==> src/include/fiw_map.svh <==
`ifndef FIW_MAP_SVH
`define FIW_MAP_SVH

// ****************************************************************
// Register offsets
// ****************************************************************
`define FIW_ADDR_WRITE_GUARD 8'h10
`define FIW_ADDR_FAULT_INDEX 8'hC0
`define FIW_ADDR_THRESHOLDS 8'hED
`define FIW_ADDR_FAULT_FIRST 8'hD2
`define FIW_ADDR_FAULT_LAST 8'hD8
`define FIW_ADDR_CLEAR_ALL 8'h03

// ****************************************************************
// Field positions and masks
// ****************************************************************
`define FIW_GUARD_BIT 7
`define FIW_ALERT_BIT 7
`define FIW_CCL_LSB 0
`define FIW_ACL_LSB 3
`define FIW_THR_MASK 8'h3F
`define FIW_FAULT_REGS 7

// ****************************************************************
// Reset values
// ****************************************************************
`define FIW_RST_GUARD 8'h00
`define FIW_RST_THRESH 8'h00
`define FIW_RST_FAULT 8'h00

// ****************************************************************
// Kick-in voltages in millivolts: code 0 value, drop per code
// ****************************************************************
`define FIW_CCL_BASE_MV 12'h960
`define FIW_ACL_BASE_MV 12'hA8C
`define FIW_STEP_MV 12'h064

`endif

==> src/include/fiw_pkg.sv <==
package fiw_pkg;
    typedef logic [7:0] fiw_byte_t;
    typedef logic [11:0] fiw_mv_t;
    typedef logic [6:0][7:0] fiw_fault_regs_t;
endpackage : fiw_pkg

==> src/include/fiw_fault_if.sv <==
`timescale 1ns/10ps
`default_nettype none

interface fiw_fault_if;
    logic [6:0] wr_sel;
    fiw_pkg::fiw_byte_t wdata;
    logic clear_all;
    fiw_pkg::fiw_fault_regs_t flags;

    modport bank (
        input wr_sel,
        input wdata,
        input clear_all,
        output flags
    );
    modport ctrl (
        output wr_sel,
        output wdata,
        output clear_all,
        input flags
    );
endinterface : fiw_fault_if

`default_nettype wire

==> src/verilog/fiw_regs.sv <==
// Summary of operation
// - Threshold bits 2:0 pick loop kick-in 2.4V down to 1.7V, 0.1V steps.
// - Threshold bits 5:3 pick limit kick-in 2.7V down to 2.0V, 0.1V steps.
// - Guard bit 7 set blocks writes to all but the guard; resets to 0.
// - Every register but clear-all (which reads zero) reads back regardless of the guard setting.
// - Any latched fault pulls the active-low alert output low.
// - Fault flags stay latched until clear-all or a matching write-back.
// - Index bit n is set while status register 0xD2+n holds a fault.
// - Index bit 7 is set while the alert is held low.
//
// Chosen here: the plain strobed port.
`timescale 1ns/10ps
`default_nettype none
`include "fiw_map.svh"

module fiw_regs (
    // Clock and reset
    input wire logic clk,
    input wire logic rst_n,
    input wire logic clk_en,
    // Register port
    input wire logic [7:0] reg_addr,
    input wire fiw_pkg::fiw_byte_t reg_wdata,
    input wire logic reg_wr,
    input wire logic reg_rd,
    output fiw_pkg::fiw_byte_t reg_rdata,
    // Fault detectors
    input wire logic [55:0] fault_det_in,
    // Alert pin
    output logic fault_alert_n,
    // Kick-in thresholds for the current loops
    output fiw_pkg::fiw_mv_t constant_current_loop_mv,
    output fiw_pkg::fiw_mv_t average_current_limit_mv
);
    import fiw_pkg::*;

    fiw_fault_if fault_bus ();

    fiw_byte_t guard_q;
    fiw_byte_t thresh_q;
    fiw_byte_t rdata_q;
    logic alert_n_q;
    fiw_mv_t ccl_mv_q;
    fiw_mv_t acl_mv_q;
    logic wr_ok;
    logic [6:0] fault_any;
    fiw_byte_t index_w;
    fiw_byte_t rd_mux;
    logic [2:0] fault_sel;
    logic in_fault_range;

    // ************************************************************
    // Fault flag storage
    // ************************************************************
    fiw_fault_bank u_bank (
        .clk(clk),
        .rst_n(rst_n),
        .clk_en(clk_en),
        .fault_det_in(fault_det_in),
        .bus(fault_bus.bank)
    );

    // ************************************************************
    // Write guard
    // ************************************************************
    // The guard register itself stays writable so software can reopen
    assign wr_ok = reg_wr && (!guard_q[`FIW_GUARD_BIT] ||
                   reg_addr == `FIW_ADDR_WRITE_GUARD);

    always_ff @(posedge clk or negedge rst_n) begin
        if (!rst_n) begin
            guard_q <= `FIW_RST_GUARD;
        end else if (clk_en && reg_wr && reg_addr == `FIW_ADDR_WRITE_GUARD) begin
            guard_q <= {reg_wdata[`FIW_GUARD_BIT], 7'h00};
        end
    end

    // ************************************************************
    // Clear strobes toward the flag bank
    // ************************************************************
    // Clearing relies on the host having opened the guard first
    assign fault_bus.clear_all = clk_en && wr_ok &&
                                 reg_addr == `FIW_ADDR_CLEAR_ALL;
    assign fault_bus.wdata = reg_wdata;

    assign in_fault_range = reg_addr >= `FIW_ADDR_FAULT_FIRST &&
                            reg_addr <= `FIW_ADDR_FAULT_LAST;
    assign fault_sel = 3'(reg_addr - `FIW_ADDR_FAULT_FIRST);

    for (genvar g = 0; g < `FIW_FAULT_REGS; g++) begin : g_fault
        assign fault_bus.wr_sel[g] = clk_en && wr_ok && in_fault_range &&
                                     fault_sel == 3'(g);
        assign fault_any[g] = |fault_bus.flags[g];
    end

    // ************************************************************
    // Fault index and alert
    // ************************************************************
    assign index_w = {~alert_n_q, fault_any};

    always_ff @(posedge clk or negedge rst_n) begin
        if (!rst_n) begin
            alert_n_q <= 1'b1;
        end else if (clk_en) begin
            alert_n_q <= ~(|fault_any);
        end
    end

    // ************************************************************
    // Thresholds
    // ************************************************************
    always_ff @(posedge clk or negedge rst_n) begin
        if (!rst_n) begin
            thresh_q <= `FIW_RST_THRESH;
        end else if (clk_en && wr_ok && reg_addr == `FIW_ADDR_THRESHOLDS) begin
            thresh_q <= reg_wdata & `FIW_THR_MASK;
        end
    end

    // Registered so the analog side sees a glitch-free code
    always_ff @(posedge clk or negedge rst_n) begin
        if (!rst_n) begin
            ccl_mv_q <= `FIW_CCL_BASE_MV;
            acl_mv_q <= `FIW_ACL_BASE_MV;
        end else if (clk_en) begin
            ccl_mv_q <= `FIW_CCL_BASE_MV - `FIW_STEP_MV *
                        {9'h000, thresh_q[`FIW_CCL_LSB +: 3]};
            acl_mv_q <= `FIW_ACL_BASE_MV - `FIW_STEP_MV *
                        {9'h000, thresh_q[`FIW_ACL_LSB +: 3]};
        end
    end

    // ************************************************************
    // Read port
    // ************************************************************
    // Reads never look at the guard; unmapped offsets read zero
    always_comb begin
        rd_mux = 8'h00;
        if (in_fault_range) begin
            rd_mux = fault_bus.flags[fault_sel];
        end else begin
            unique case (reg_addr)
                `FIW_ADDR_WRITE_GUARD: rd_mux = guard_q;
                `FIW_ADDR_FAULT_INDEX: rd_mux = index_w;
                `FIW_ADDR_THRESHOLDS: rd_mux = thresh_q;
                default: rd_mux = 8'h00;
            endcase
        end
    end

    always_ff @(posedge clk or negedge rst_n) begin
        if (!rst_n) begin
            rdata_q <= 8'h00;
        end else if (clk_en) begin
            rdata_q <= reg_rd ? rd_mux : 8'h00;
        end
    end

    assign reg_rdata = rdata_q;
    assign fault_alert_n = alert_n_q;
    assign constant_current_loop_mv = ccl_mv_q;
    assign average_current_limit_mv = acl_mv_q;
endmodule : fiw_regs

`default_nettype wire

==> src/verilog/fiw_fault_bank.sv <==
`timescale 1ns/10ps
`default_nettype none
`include "fiw_map.svh"

module fiw_fault_bank (
    // Clock and reset
    input wire logic clk,
    input wire logic rst_n,
    input wire logic clk_en,
    // Raw fault detector levels, eight per status register
    input wire logic [55:0] fault_det_in,
    // Register side
    fiw_fault_if.bank bus
);
    import fiw_pkg::*;

    logic [55:0] det_meta_q;
    logic [55:0] det_sync_q;
    fiw_fault_regs_t flags_q;

    // ************************************************************
    // Detector synchroniser
    // ************************************************************
    always_ff @(posedge clk or negedge rst_n) begin
        if (!rst_n) begin
            det_meta_q <= '0;
            det_sync_q <= '0;
        end else if (clk_en) begin
            det_meta_q <= fault_det_in;
            det_sync_q <= det_meta_q;
        end
    end

    // ************************************************************
    // Latched flags
    // ************************************************************
    // A detection in the clearing cycle is ORed in last, so it wins
    for (genvar g = 0; g < `FIW_FAULT_REGS; g++) begin : g_flag
        fiw_byte_t clr;
        assign clr = bus.clear_all ? 8'hFF :
                     (bus.wr_sel[g] ? (bus.wdata & flags_q[g]) : 8'h00);
        always_ff @(posedge clk or negedge rst_n) begin
            if (!rst_n) begin
                flags_q[g] <= `FIW_RST_FAULT;
            end else if (clk_en) begin
                flags_q[g] <= (flags_q[g] & ~clr) | det_sync_q[g*8 +: 8];
            end
        end
    end

    assign bus.flags = flags_q;
endmodule : fiw_fault_bank

`default_nettype wire

==> config.mk <==
export PLATFORM = sky130hd
export DESIGN_NAME = fiw_regs
export DESIGN_NICKNAME = d
export VERILOG_FILES = /design/src/include/fiw_pkg.sv /design/src/include/fiw_fault_if.sv /design/src/verilog/fiw_regs.sv /design/src/verilog/fiw_fault_bank.sv
export VERILOG_INCLUDE_DIRS = /design/src /design/src/include
export SDC_FILE = /design/constraint.sdc
export NUM_CORES = 1
export LEC_CHECK = 0
export ABC_AREA = 1
export BUFFER_PORTS_ARGS = -buffer_cell sky130_fd_sc_hd__clkbuf_2
export CELL_PAD_IN_SITES_DETAIL_PLACEMENT = 0
export CELL_PAD_IN_SITES_GLOBAL_PLACEMENT = 1
export CORE_MARGIN = 5
export CORE_UTILIZATION = 40
export CTS_CLUSTER_DIAMETER = 60
export DETAILED_ROUTE_END_ITERATION = 7
export GPL_ROUTABILITY_DRIVEN = 0
export PLACE_DENSITY_LB_ADDON = 0.1
export SETUP_SLACK_MARGIN = 0.5
export SYNTH_ARGS = -nofsm -noshare
export SYNTH_HDL_FRONTEND = slang
export SYNTH_HIERARCHICAL = 1
export SYNTH_SLANG_ARGS = --single-unit
==> constraint.sdc <==
create_clock -name clk -period 2.2 [get_ports clk]
set_clock_uncertainty 0.1 [all_clocks]
set_input_delay 0.11 -clock clk [delete_from_list [all_inputs] [get_ports clk]]
set_output_delay 0.11 -clock clk [all_outputs]
set_load 0.05 [all_outputs]
**After elaboration in Yosys (flattened, before gate mapping)**

Cells that the tools add are included.

- Equal/unequal tests: 10
- Magnitude comparators: 3
- Mux-type cells: 19
- Bitwise logic cells: 30
- $add $sub $neg: 3
- Reductions and logical operators: 26
- Multipliers: 2

Operators by type and width:

| cell | count |
|---|---|
| $mux 8 | 17 |
| $and 8x8->8 | 14 |
| $not 8->8 | 7 |
| $or 8x8->8 | 7 |
| $reduce_or 56->1 | 1 |
| $reduce_or 8->1 | 7 |
| $bmux 8 s3 | 1 |
| $pmux 8 s3 | 1 |
| $sub 12x10->12 const A | 2 |
| $eq 8x8->1 const B | 2 |
| $mul 5x3->8 const A | 2 |
| $logic_and 1x1->1 | 15 |
| $eq 3x3->1 const B | 3 |
| $eq 8x2->1 const B | 1 |
| $eq 8x5->1 const B | 1 |
| $ge 8x8->1 const B | 1 |
| $le 8x8->1 const B | 1 |
| $eq 3x2->1 const B | 2 |
| $lt 3x4->1 const B | 1 |
| $eq 3x1->1 const B | 1 |
| $logic_not 3->1 | 1 |
| $sub 3x2->3 const B | 1 |
| $not 1->1 | 2 |
| $logic_not 1->1 | 1 |
| $logic_or 1x1->1 | 1 |

- Output and inout port bits: 33
- Word-level logic and storage cells: 108
- Flip-flop bits (word level): 208
- Input port bits: 77

**Logic depth before layout (Yosys ltp)**

Gate-level depths: netlist of run 1.

- Depth in word-level cells: 11
- Mapped depth: 17
- Gate-level depth less buffers: 15

**Hierarchy**

The synthesis of run 1 kept the hierarchy.

By module, submodules not included:

| module | cells each | seq. area each (um^2) | times used | area each (um^2) |
|---|---|---|---|---|
| fiw_fault_bank | 835 | 4204.0 | 1 | 7009.2 |
| fiw_regs | 505 | 913.4 | 1 | 3049.2 |

**Least setup slack after synthesis of run 1**

OpenSTA, ideal clock, no wires.

- Path kind: in2reg
- Start point: input port reg_addr[1]
- End point: register u_bank.flags_q (netlist bit u_bank/bus.flags[0])
- Required time: 1.984 ns
- Buffers on the path: 2
- Stages: 17
- Setup time: 0.116 ns
- Setup slack: 0.142 ns
- Arrival time: 1.842 ns
- Cell sequence: inv_2 -> clkbuf_1 -> ha_1 -> inv_1 -> nor2_1 -> nand2_1 -> nand2_1 -> nand3_2 -> inv_2 -> nand3_2 -> nor2_1 -> clkbuf_1 -> nand2_1 -> nand2_1 -> nand2_1 -> nand2_1 -> nand2_1

- Cells in the longest elaborated chain, start to end: 11
- Elaborated cells on any way between the ends: 18
- Classes of those cells: add/sub (1); order compare (2); eq/ne (2); mux (2); bitwise (3); reduce/logical (8)

RTL lines:

| item | RTL line | text |
|---|---|---|
| from (decl) | fiw_regs.sv:22 | `input wire logic [7:0] reg_addr,` |
| branches (longest 5 deep; another with $ge 8x8->1) | - |  |
| $logic_and 1x1->1 * | fiw_regs.sv:91 | `assign fault_bus.wr_sel[g] = clk_en && wr_ok && in_fault_range &&` |
| net fault_bus.wr_sel[0] | fiw_fault_if.sv:5 | `logic [6:0] wr_sel;` |
| $mux 8 * | fiw_fault_bank.sv:41 | `(bus.wr_sel[g] ? (bus.wdata & flags_q[g]) : 8'h00);` |
| $mux 8 * | fiw_fault_bank.sv:40 | `assign clr = bus.clear_all ? 8'hFF :` |
| $not 8->8 * | fiw_fault_bank.sv:46 | `flags_q[g] <= (flags_q[g] & ~clr) \| det_sync_q[g*8 +: 8];` |
| $and 8x8->8 * | fiw_fault_bank.sv:46 |  |
| $or 8x8->8 * | fiw_fault_bank.sv:46 |  |
| to (signal, indexed assignment) | fiw_fault_bank.sv:44 | `` flags_q[g] <= `FIW_RST_FAULT; `` |
| to (signal, indexed assignment) | fiw_fault_bank.sv:46 |  |
| to (decl) | fiw_fault_bank.sv:19 | `fiw_fault_regs_t flags_q;` |

Mark *: on every way through the listed nets, which the timed path passes.
A chain may end at the register's enable or synchronous reset.

**Worst setup path after layout of run 1**

- Start point: register guard_q[7]
- End point: register thresh_q[5]

- Cells in the longest elaborated chain, start to end: 5

RTL lines:

| item | RTL line | text |
|---|---|---|
| from (decl) | fiw_regs.sv:39 | `fiw_byte_t guard_q;` |
| from (signal assigned) | fiw_regs.sv:72 | `` guard_q <= `FIW_RST_GUARD; `` |
| from (signal assigned) | fiw_regs.sv:74 | `` guard_q <= {reg_wdata[`FIW_GUARD_BIT], 7'h00}; `` |
| $logic_not 1->1 | fiw_regs.sv:67 | `` assign wr_ok = reg_wr && (!guard_q[`FIW_GUARD_BIT] \|\| `` |
| $logic_or 1x1->1 (no line) | - |  |
| $logic_and 1x1->1 | fiw_regs.sv:67 |  |
| $logic_and 1x1->1 | fiw_regs.sv:115 | `` end else if (clk_en && wr_ok && reg_addr == `FIW_ADDR_THRESHOLDS) begin `` |
| $logic_and 1x1->1 (no line) | - |  |
| to (signal assigned) | fiw_regs.sv:114 | `` thresh_q <= `FIW_RST_THRESH; `` |
| to (signal assigned) | fiw_regs.sv:116 | `` thresh_q <= reg_wdata & `FIW_THR_MASK; `` |
| to (decl) | fiw_regs.sv:40 | `fiw_byte_t thresh_q;` |

No other way between the ends.

==> run metrics, run 1 <==
CP Class reg2reg; Final Util around half; Worst Reg2Reg Path Length in Cells 5; fin crit share between 70% and 80%; WL/cell roughly 14 um; Hold Vio Cnt, Final 11; Tot GR Track Use about 18%; worst vdd ir ~640 uV; hold_sp clk_en; type of origin of the critical path flop; drt pass-1 iters 5; die width around 170 um; mapped cell area a little over 10,000 um2; Detail Route Antenna Nets 0; Die Y-Extent 169 um; Yosys cell types 34; DR iter-0 viols about 540; proportion of layout cells with a drive suffix above 1 roughly 16%; Cell Pwr Density 713 nW/um2; clock slew at reported path FFs about 0.060 ns; sequential-to-total area share from yosys stat between 50% and 60%; leak pwr just under 7 nW; final wirelength about 26 mm; Slew headroom a little over half; clk root buf clkbuf_16; Worst Path Required roughly 2.6 ns; hold path endpoint constant_current_loop_mv[6]$_DFFE_PN1P_; Setup crit end kind flop; WHS Path Cells 2; Syn. warnings 6; Syn Inst Count about 1,300; failing checks hold timing; detail-routed via count per cell roughly 4.6; number of global-route vias before repair 8,198; IO Pins 110; Post-DP HPWL 17.1 mm; CTS Hold Bufs 70; Max-Cap Viols 0; row count 58; layout overhead on the synthesized area 25.5%; antenna violations before repair 0; status complete, but fails checks; Tmin final roughly 1.7 ns; Initial Utilization a little over 40%; worst hold path type in2reg; ant diodes 0; CP max FO 4; WHS -0.202 ns; final setup vio count 0; CTS H-tree depth 1; CP Data Arrival Time about 2.0 ns; Slew Limit Fails 0; setup TNS 0 ns; Worst Max-Slew Pin Slew about 0.69 ns; Reg-to-Reg Start guard_q[7]$_DFFE_PN0P_; R2R setup slack 0.54 ns; nets 1,605; CTS tree built; #FFs+latches synth around 200; RSZ-0062 raised after global routing true; first-pass GRT wire length 42.1 mm; reg2reg end thresh_q[5]$_DFFE_PN0P_; Core Area ~25,000 um2; clock sinks ~200; Max Fclk 0.601 GHz; TritonCTS buffer count 24; Port Buf Inserts 105; worst-skew pair later-pin latency 0.51 ns; full die area 28,400 um2; largest net degree at the start of global routing ~170; Mapped Avg Cell Area about 7.5 um2; DRC Markers 0; grt ovf 0; clk buf depth 3; routed via count between 8,000 and 9,000
==> flip-flops by register name, summed over array words and instances, names as in the netlist <==
signal / flops
constant_current_loop_mv: 10
reg_rdata: 8
average_current_limit_mv: 10
guard_q: 1
u_bank/det_meta_q: 56
u_bank/det_sync_q: 56
thresh_q: 6
u_bank/bus.flags: 56
fault_alert_n: 1
==> cells in the mapped netlist <==
library cell | count | area, um2
o21ai_0 | 68 | 340
nand3_2 | 3 | 30.0
nand3_1 | 36 | 180
dfstp_2 | 10 | 263
a21o_1 | 1 | 7.51
conb_1 | 1 | 3.75
nand3b_1 | 1 | 7.51
ha_1 | 17 | 213
nand2_1 | 610 | 2290
buf_6 | 10 | 113
a22o_1 | 1 | 8.76
nand2_2 | 2 | 12.5
buf_4 | 11 | 82.6
clkbuf_1 | 21 | 78.8
a21oi_4 | 1 | 16.3
a21oi_1 | 51 | 255
inv_1 | 117 | 439
nor4_4 | 1 | 21.3
clkinv_1 | 2 | 7.51
nor2_2 | 1 | 6.26
dfrtp_1 | 194 | 4850
nand4_1 | 9 | 56.3
nor3_1 | 3 | 15.0
o21a_1 | 1 | 7.51
buf_2 | 23 | 115
nor2_4 | 1 | 11.3
nor2_1 | 117 | 439
a21oi_2 | 10 | 87.6
a31oi_1 | 4 | 25.0
or2_2 | 7 | 43.8
buf_1 | 1 | 3.75
inv_2 | 3 | 11.3
and3_1 | 1 | 6.26
and2_1 | 1 | 6.26
==> cells in the final DEF, fill, tap and decap left out, drive strengths merged, types with 3 or more instances in the layout <==
cell           n
nand2        612
dfrtp        194
clkbuf       138
inv          121
nor2         119
o21ai         68
dlygate4sd3   66
a21oi         62
nand3         39
buf           37
ha            17
dfstp         10
nand4          9
or2            7
a31oi          4
conb           4
clkinv         4
nor3           3
==> critical path: stages, from the launching register on <==
cell	delay, ns
dfrtp_1	0.42
a21oi_4	0.26
buf_6	0.14
nand3_1	0.05
dlygate4sd3_1	0.57
nand2_1	0.07
==> layout make-up <==
class	count	area, um2
clock inverter	6	86.3
timing repair buffer	208	1600
inverter	122	469
multi-input combinational	951	4250
fill	2500	12300
sequential	204	5120
tap	330	413
clock buffer	33	686
==> repair_timing <==
item,4_1_cts,5_1_grt
cloned,0,1
pin swaps,3,17
endpoints found under the hold margin,278,10
setup endpoints to repair,9,58
resized for setup,12,31
setup buffers,6,5
==> per-stage QoR <==
stage	setup slack, ns	hold slack, ns	total power, W	cell area [um2]	cells
floorplan	0.416	-0.286	0.00474	10200	1343
global placement	0.219	-0.00305	0.00506	10900	1737
detailed placement	0.203	0.00200	0.00508	10900	1737
CTS	0.509	-0.217	0.00913	12500	1852
global route	0.447	-0.205	0.00945	12600	1854
finish	0.535	-0.202	0.00900	12600	1854
==> kinds of logic after synthesis <==
kind of cell	Yosys count	synth area share, %
fa+ha+maj	17	2.11
flops	204	50.9
buf+inv	188	8.46
simple gates	793	31.1
other cells	1	0.0373
compound gates	137	7.44
==> power by group <==
| part | leakage (nW) | internal (W) | switching (W) |
|---|---|---|---|
| logic | 4.10 | 0.000352 | 0.000647 |
| clock network | 0.376 | 0.00239 | 0.00150 |
| registers | 2.27 | 0.00400 | 0.000103 |
==> worst max-delay path by stage <==
stage | slack (ns) | endpoint | cells after the start | startpoint
3_5_place_dp | 0.20 | u_bank/bus.flags[9]$_DFFE_PN0P_ | 17 | reg_addr[1]
4_1_cts | 0.51 | average_current_limit_mv[10]$_DFFE_PN0P_ | 7 | thresh_q[4]$_DFFE_PN0P_
2_1_floorplan | 0.42 | u_bank/bus.flags[0]$_DFFE_PN0P_ | 14 | reg_addr[0]
6_report | 0.54 | thresh_q[5]$_DFFE_PN0P_ | 5 | guard_q[7]$_DFFE_PN0P_
3_3_place_gp | 0.22 | u_bank/bus.flags[2]$_DFFE_PN0P_ | 17 | reg_addr[1]
5_1_grt | 0.45 | u_bank/bus.flags[36]$_DFFE_PN0P_ | 9 | guard_q[7]$_DFFE_PN0P_
==> layer usage <==
layer	wire length, um	share of wire (%)	vias to the layer above	GRT usage, %
li1	-	-	4438	-
met1	12100	47	3822	25.6
met2	11500	45	176	28.6
met3	1250	4.9	45	2.71
met4	714	2.8	0	5.15
met5	0	0	-	0
No activity file was read; power rests on OpenSTA's default activity.
==> run 2, diff against run 1 <==
ABC_AREA = 0   (was 1)
clock period = 1.56 ns   (was 2.2 ns; I/O delays follow)
==> run 2 against run 1 <==
  * The run ends with hold timing, setup timing left
  * Clock power increased by 52%
  * Via count fell by 15%
  * Fmax down 15%
  * Hold slack improved by 0.11 ns
  * Total power grew 52%
  * First-iteration DRC count decreased by 17%
  * Sequential cell count stayed put
  * Register-to-register slack worse by 0.93 ns
  * Die area down 3.0%
  * Critical path type unchanged
  * Largest power group unchanged
  * Highest routed layer unchanged
==> run metrics, run 2 <==
status complete, but fails checks (unchanged); failing checks hold timing, setup timing (was hold timing); Hold Vio Cnt, Final 21 (was 11); DRC Markers 0 (unchanged); design area 14,800 um2 (was 12,600 um2); crit-path most repeated cell ha_4; crit-path max cell delay 0.39 ns (was 0.57 ns); DP Area 12,100 um2 (was 10,900 um2); full die area 27,600 um2 (was 28,400 um2); Reg power frac 43.4% (was 45.6%); Synth Flop Type dfrtp_1 (unchanged); proportion of layout cells with a drive suffix above 1 62.7% (was 16.3%); Slew headroom 49.9% (was 54.1%); final wirelength 26.7 mm (was 25.6 mm); leading cell types by total area after synthesis dfrtp_1, mux2_2, a21o_1 (was dfrtp_1, nand2_1, inv_1); worst vdd ir 838 uV (was 643 uV); most common cell after layout, fill and taps aside dfrtp_1 (was nand2_1); mapped cell area 9740 um2 (was 10,100 um2); Pint 0.0103 W (was 0.00675 W); Die Y-Extent 166 um (was 169 um); Setup crit end kind flop (unchanged); pre-CTS WS -0.339 ns (was 0.203 ns); area of the multi-input gates 5310 um2 (was 4250 um2); Max stage delay cell, worst path dfrtp_1 (was dlygate4sd3_1); cell with the most instances after synthesis dfrtp_1 (was nand2_1); Mapped Avg Cell Area 12.8 um2 (was 7.51 um2); TritonCTS buffer count 26 (was 24); clk buf depth 3 (unchanged); row count 57 (was 58); Syn Inst Count 760 (was 1,340); CP max FO 3 (was 4); clock sinks 204 (unchanged); Initial Utilization 40.3% (about the same); clk root buf clkbuf_16 (unchanged); Worst Max-Slew Pin Slew 0.752 ns (was 0.688 ns); number of global-route vias before repair 7,902 (was 8,198); setup slack after layout -0.397 ns (was 0.535 ns); IO Pins 110 (unchanged); first-pass GRT wire length 43.5 mm (was 42.1 mm); clock slew at reported path FFs 0.06 ns (about the same); Port Buf Inserts 105 (unchanged); Synth top area share 49.8% (was 48.3%); Tot GR Track Use 19.3% (was 17.9%); #FFs+latches synth 204 (unchanged); type of origin of the critical path flop (unchanged); leak pwr 6.21 nW (was 6.75 nW); final setup vio count 77 (was 0); largest net degree at the start of global routing 83 (was 174); antenna violations before repair 0 (unchanged); Max-Cap Viols 0 (unchanged); Max Fclk 0.511 GHz (was 0.601 GHz); worst-skew pair later-pin latency 0.52 ns (was 0.51 ns); top cell type by total area after synthesis dfrtp_1 (unchanged); most used cells in the layout excluding fill and tap cells dfrtp_1, mux2_2, buf_4 (was nand2_1, dfrtp_1, inv_1, nor2_1, clkbuf_2); CP Data Arrival Time 2.25 ns (was 2.01 ns); FFs w/ async S/R, synth 100% (unchanged); top post-synthesis cells by count dfrtp_1, mux2_2, a21oi_1, a21o_1 (was nand2_1, dfrtp_1, inv_1, nor2_1, o21ai_0); nets 1,169 (was 1,605); DR iter-0 viols 444 (was 535); grt ovf 0 (unchanged); detail-routed via count per cell 5.10 (was 4.57); WL/cell 18.9 um (was 13.8 um); worst hold path type in2async (was in2reg); routed via count 7,234 (was 8,481); Yosys cell types 48 (was 34); storage element area 5130 um2 (was 5120 um2); layout overhead on the synthesized area 52.4% (was 25.5%); WHS -0.0878 ns (was -0.202 ns); ant diodes 0 (unchanged); worst-path cell chain inv_2 > ha_4 > ha_4 > nor4bb_4 > nor2_1 > xnor2_1 > mux2_4 (was a21oi_4 > buf_6 > nand3_1 > dlygate4sd3_1 > nand2_1); drt pass-1 iters 4 (was 5); Filler Cells Inserted 1,921 (was 2,500); Tmin final 1.96 ns (was 1.66 ns); Detail Route Antenna Nets 0 (unchanged); Slew Limit Fails 0 (unchanged); fin crit share 125% (was 75.7%); die width 166 um (was 169 um); Cell Pwr Density 924 nW/um2 (was 713 nW/um2); Sw Ratio 24.6% (was 25.0%); Worst Path Required 1.86 ns (was 2.55 ns); combinational share of power 13.4% (was 11.1%); setup TNS -17.84 ns (was 0 ns); Core Area 24,200 um2 (was 25,000 um2); Post-DP HPWL 18.2 mm (was 17.1 mm); CP Class reg2reg (unchanged); RSZ-0062 raised after global routing true (unchanged); net switching power 0.00338 W (was 0.00225 W); Clk network pwr share 43.1% (was 43.3%); CTS H-tree depth 1 (unchanged); number of synthesized flops with an enable pin 0 (unchanged); CTS Hold Bufs 59 (was 70); CTS tree built (unchanged); sequential-to-total area share from yosys stat 52.5% (was 50.9%); Syn. warnings 6 (unchanged)
[run 2: changes by cell type in the layout (fill, tap and decap cells not counted), sizes merged, moves of 20 or more]
| cell | delta |
|---|---|
| nand2 | -598 |
| mux2 | +191 |
| buf | +150 |
| inv | -108 |
| nor2 | -97 |
| o21ai | -63 |
| a21o | +55 |
| nand3 | -30 |
| nand2b | +22 |
| mux2i | +20 |
[run 2: logic make-up (layout without fill, tap and decap cells)]
logic type,count (synthesis),in the layout,synth area share [%]
AO/OA/AOI/OAI,152,152,10.2
XOR/XNOR,8,8,0.719
adder cells (fa/ha/maj),17,17,2.18
buffers and inverters,61,392,3.10
flip-flops,204,204,52.5
multiplexers,214,214,25.2
other,1,4,0.0385
AND/OR/NAND/NOR,103,103,6.05
[run 2: power groups by stage]
stage	clock (W)	sequential (W)	combinational, W
5_1_grt	0.00629	0.00601	0.00199
3_5_place_dp	0	0.00605	0.00154
6_report	0.00591	0.00596	0.00184
3_3_place_gp	0	0.00603	0.00150
2_1_floorplan	0	0.00605	0.000942
4_1_cts	0.00605	0.00596	0.00181
[run 2: worst max-delay path, delay by kind of cell (launching register included)]
| family | cells | cell delay (ns) |
|---|---|---|
| DFF | 1 | 0.39 |
| xor gates and xnor gates | 1 | 0.15 |
| muxes | 1 | 0.27 |
| adders and majority gates | 2 | 0.48 |
| buffers and inverters | 1 | 0.07 |
| and+or+nand+nor | 2 | 0.39 |
[run 2: layer usage]
layer	GRT usage (%)	vias to the layer above	part of all wire (%)
met2	31.6	158	48
met5	0	-	0
li1	-	3394	-
met1	27.3	3641	45
met4	4.59	0	2.2
met3	2.81	41	4.2
[run 2: final timing paths]
| kind | end | start | slack, ns | cells after the start |
|---|---|---|---|---|
| max | constant_current_loop_mv[9]$_DFFE_PN0P_ | thresh_q[1]$_DFFE_PN0P_ | -0.40 | 7 |
| min | u_bank/det_sync_q[36]$_DFFE_PN0P_ | rst_n | -0.09 | 2 |
| max reg2reg | constant_current_loop_mv[9]$_DFFE_PN0P_ | thresh_q[1]$_DFFE_PN0P_ | -0.40 | 7 |
| min reg2reg | constant_current_loop_mv[11]$_DFFE_PN1P_ | constant_current_loop_mv[11]$_DFFE_PN1P_ | 0.39 | 2 |
| max in group asynchronous | u_bank/bus.flags[13]$_DFFE_PN0P_ | rst_n | 0.79 | 3 |
| min in group clk | u_bank/bus.flags[14]$_DFFE_PN0P_ | reg_wdata[6] | 0.01 | 3 |
[run 2: stage by stage]
step	power, W	hold slack (ns)	std cells	utilization (%)
2_1_floorplan	0.00699	-0.318	763	-
4_1_cts	0.0138	-0.0968	1406	60.0
3_3_place_gp	0.00753	-0.121	1278	50.1
5_1_grt	0.0143	-0.0691	1418	61.4
3_5_place_dp	0.00758	-0.121	1278	50.1
6_report	0.0137	-0.0878	1418	61.4
[run 2: repair_timing]
| item | 4_1_cts | 5_1_grt |
|---|---|---|
| setup endpoints to repair | 119 | 119 |
| pin swaps | 18 | 18 |
| endpoints found under the hold margin | 263 | 21 |
| resized for setup | 153 | 62 |
| buffers inserted | 22 | 12 |
[run 2: cell type report]
| cell class | instances | share of cell area, % |
|---|---|---|
| Multi-Input combinational cell | 498 | 35.8 |
| Sequential cell | 204 | 34.6 |
| Timing Repair Buffer | 333 | 20.7 |
| Clock buffer | 36 | 5.18 |
| Tap cell | 324 | 2.73 |
| Clock inverter | 11 | 0.632 |
| Inverter | 12 | 0.405 |
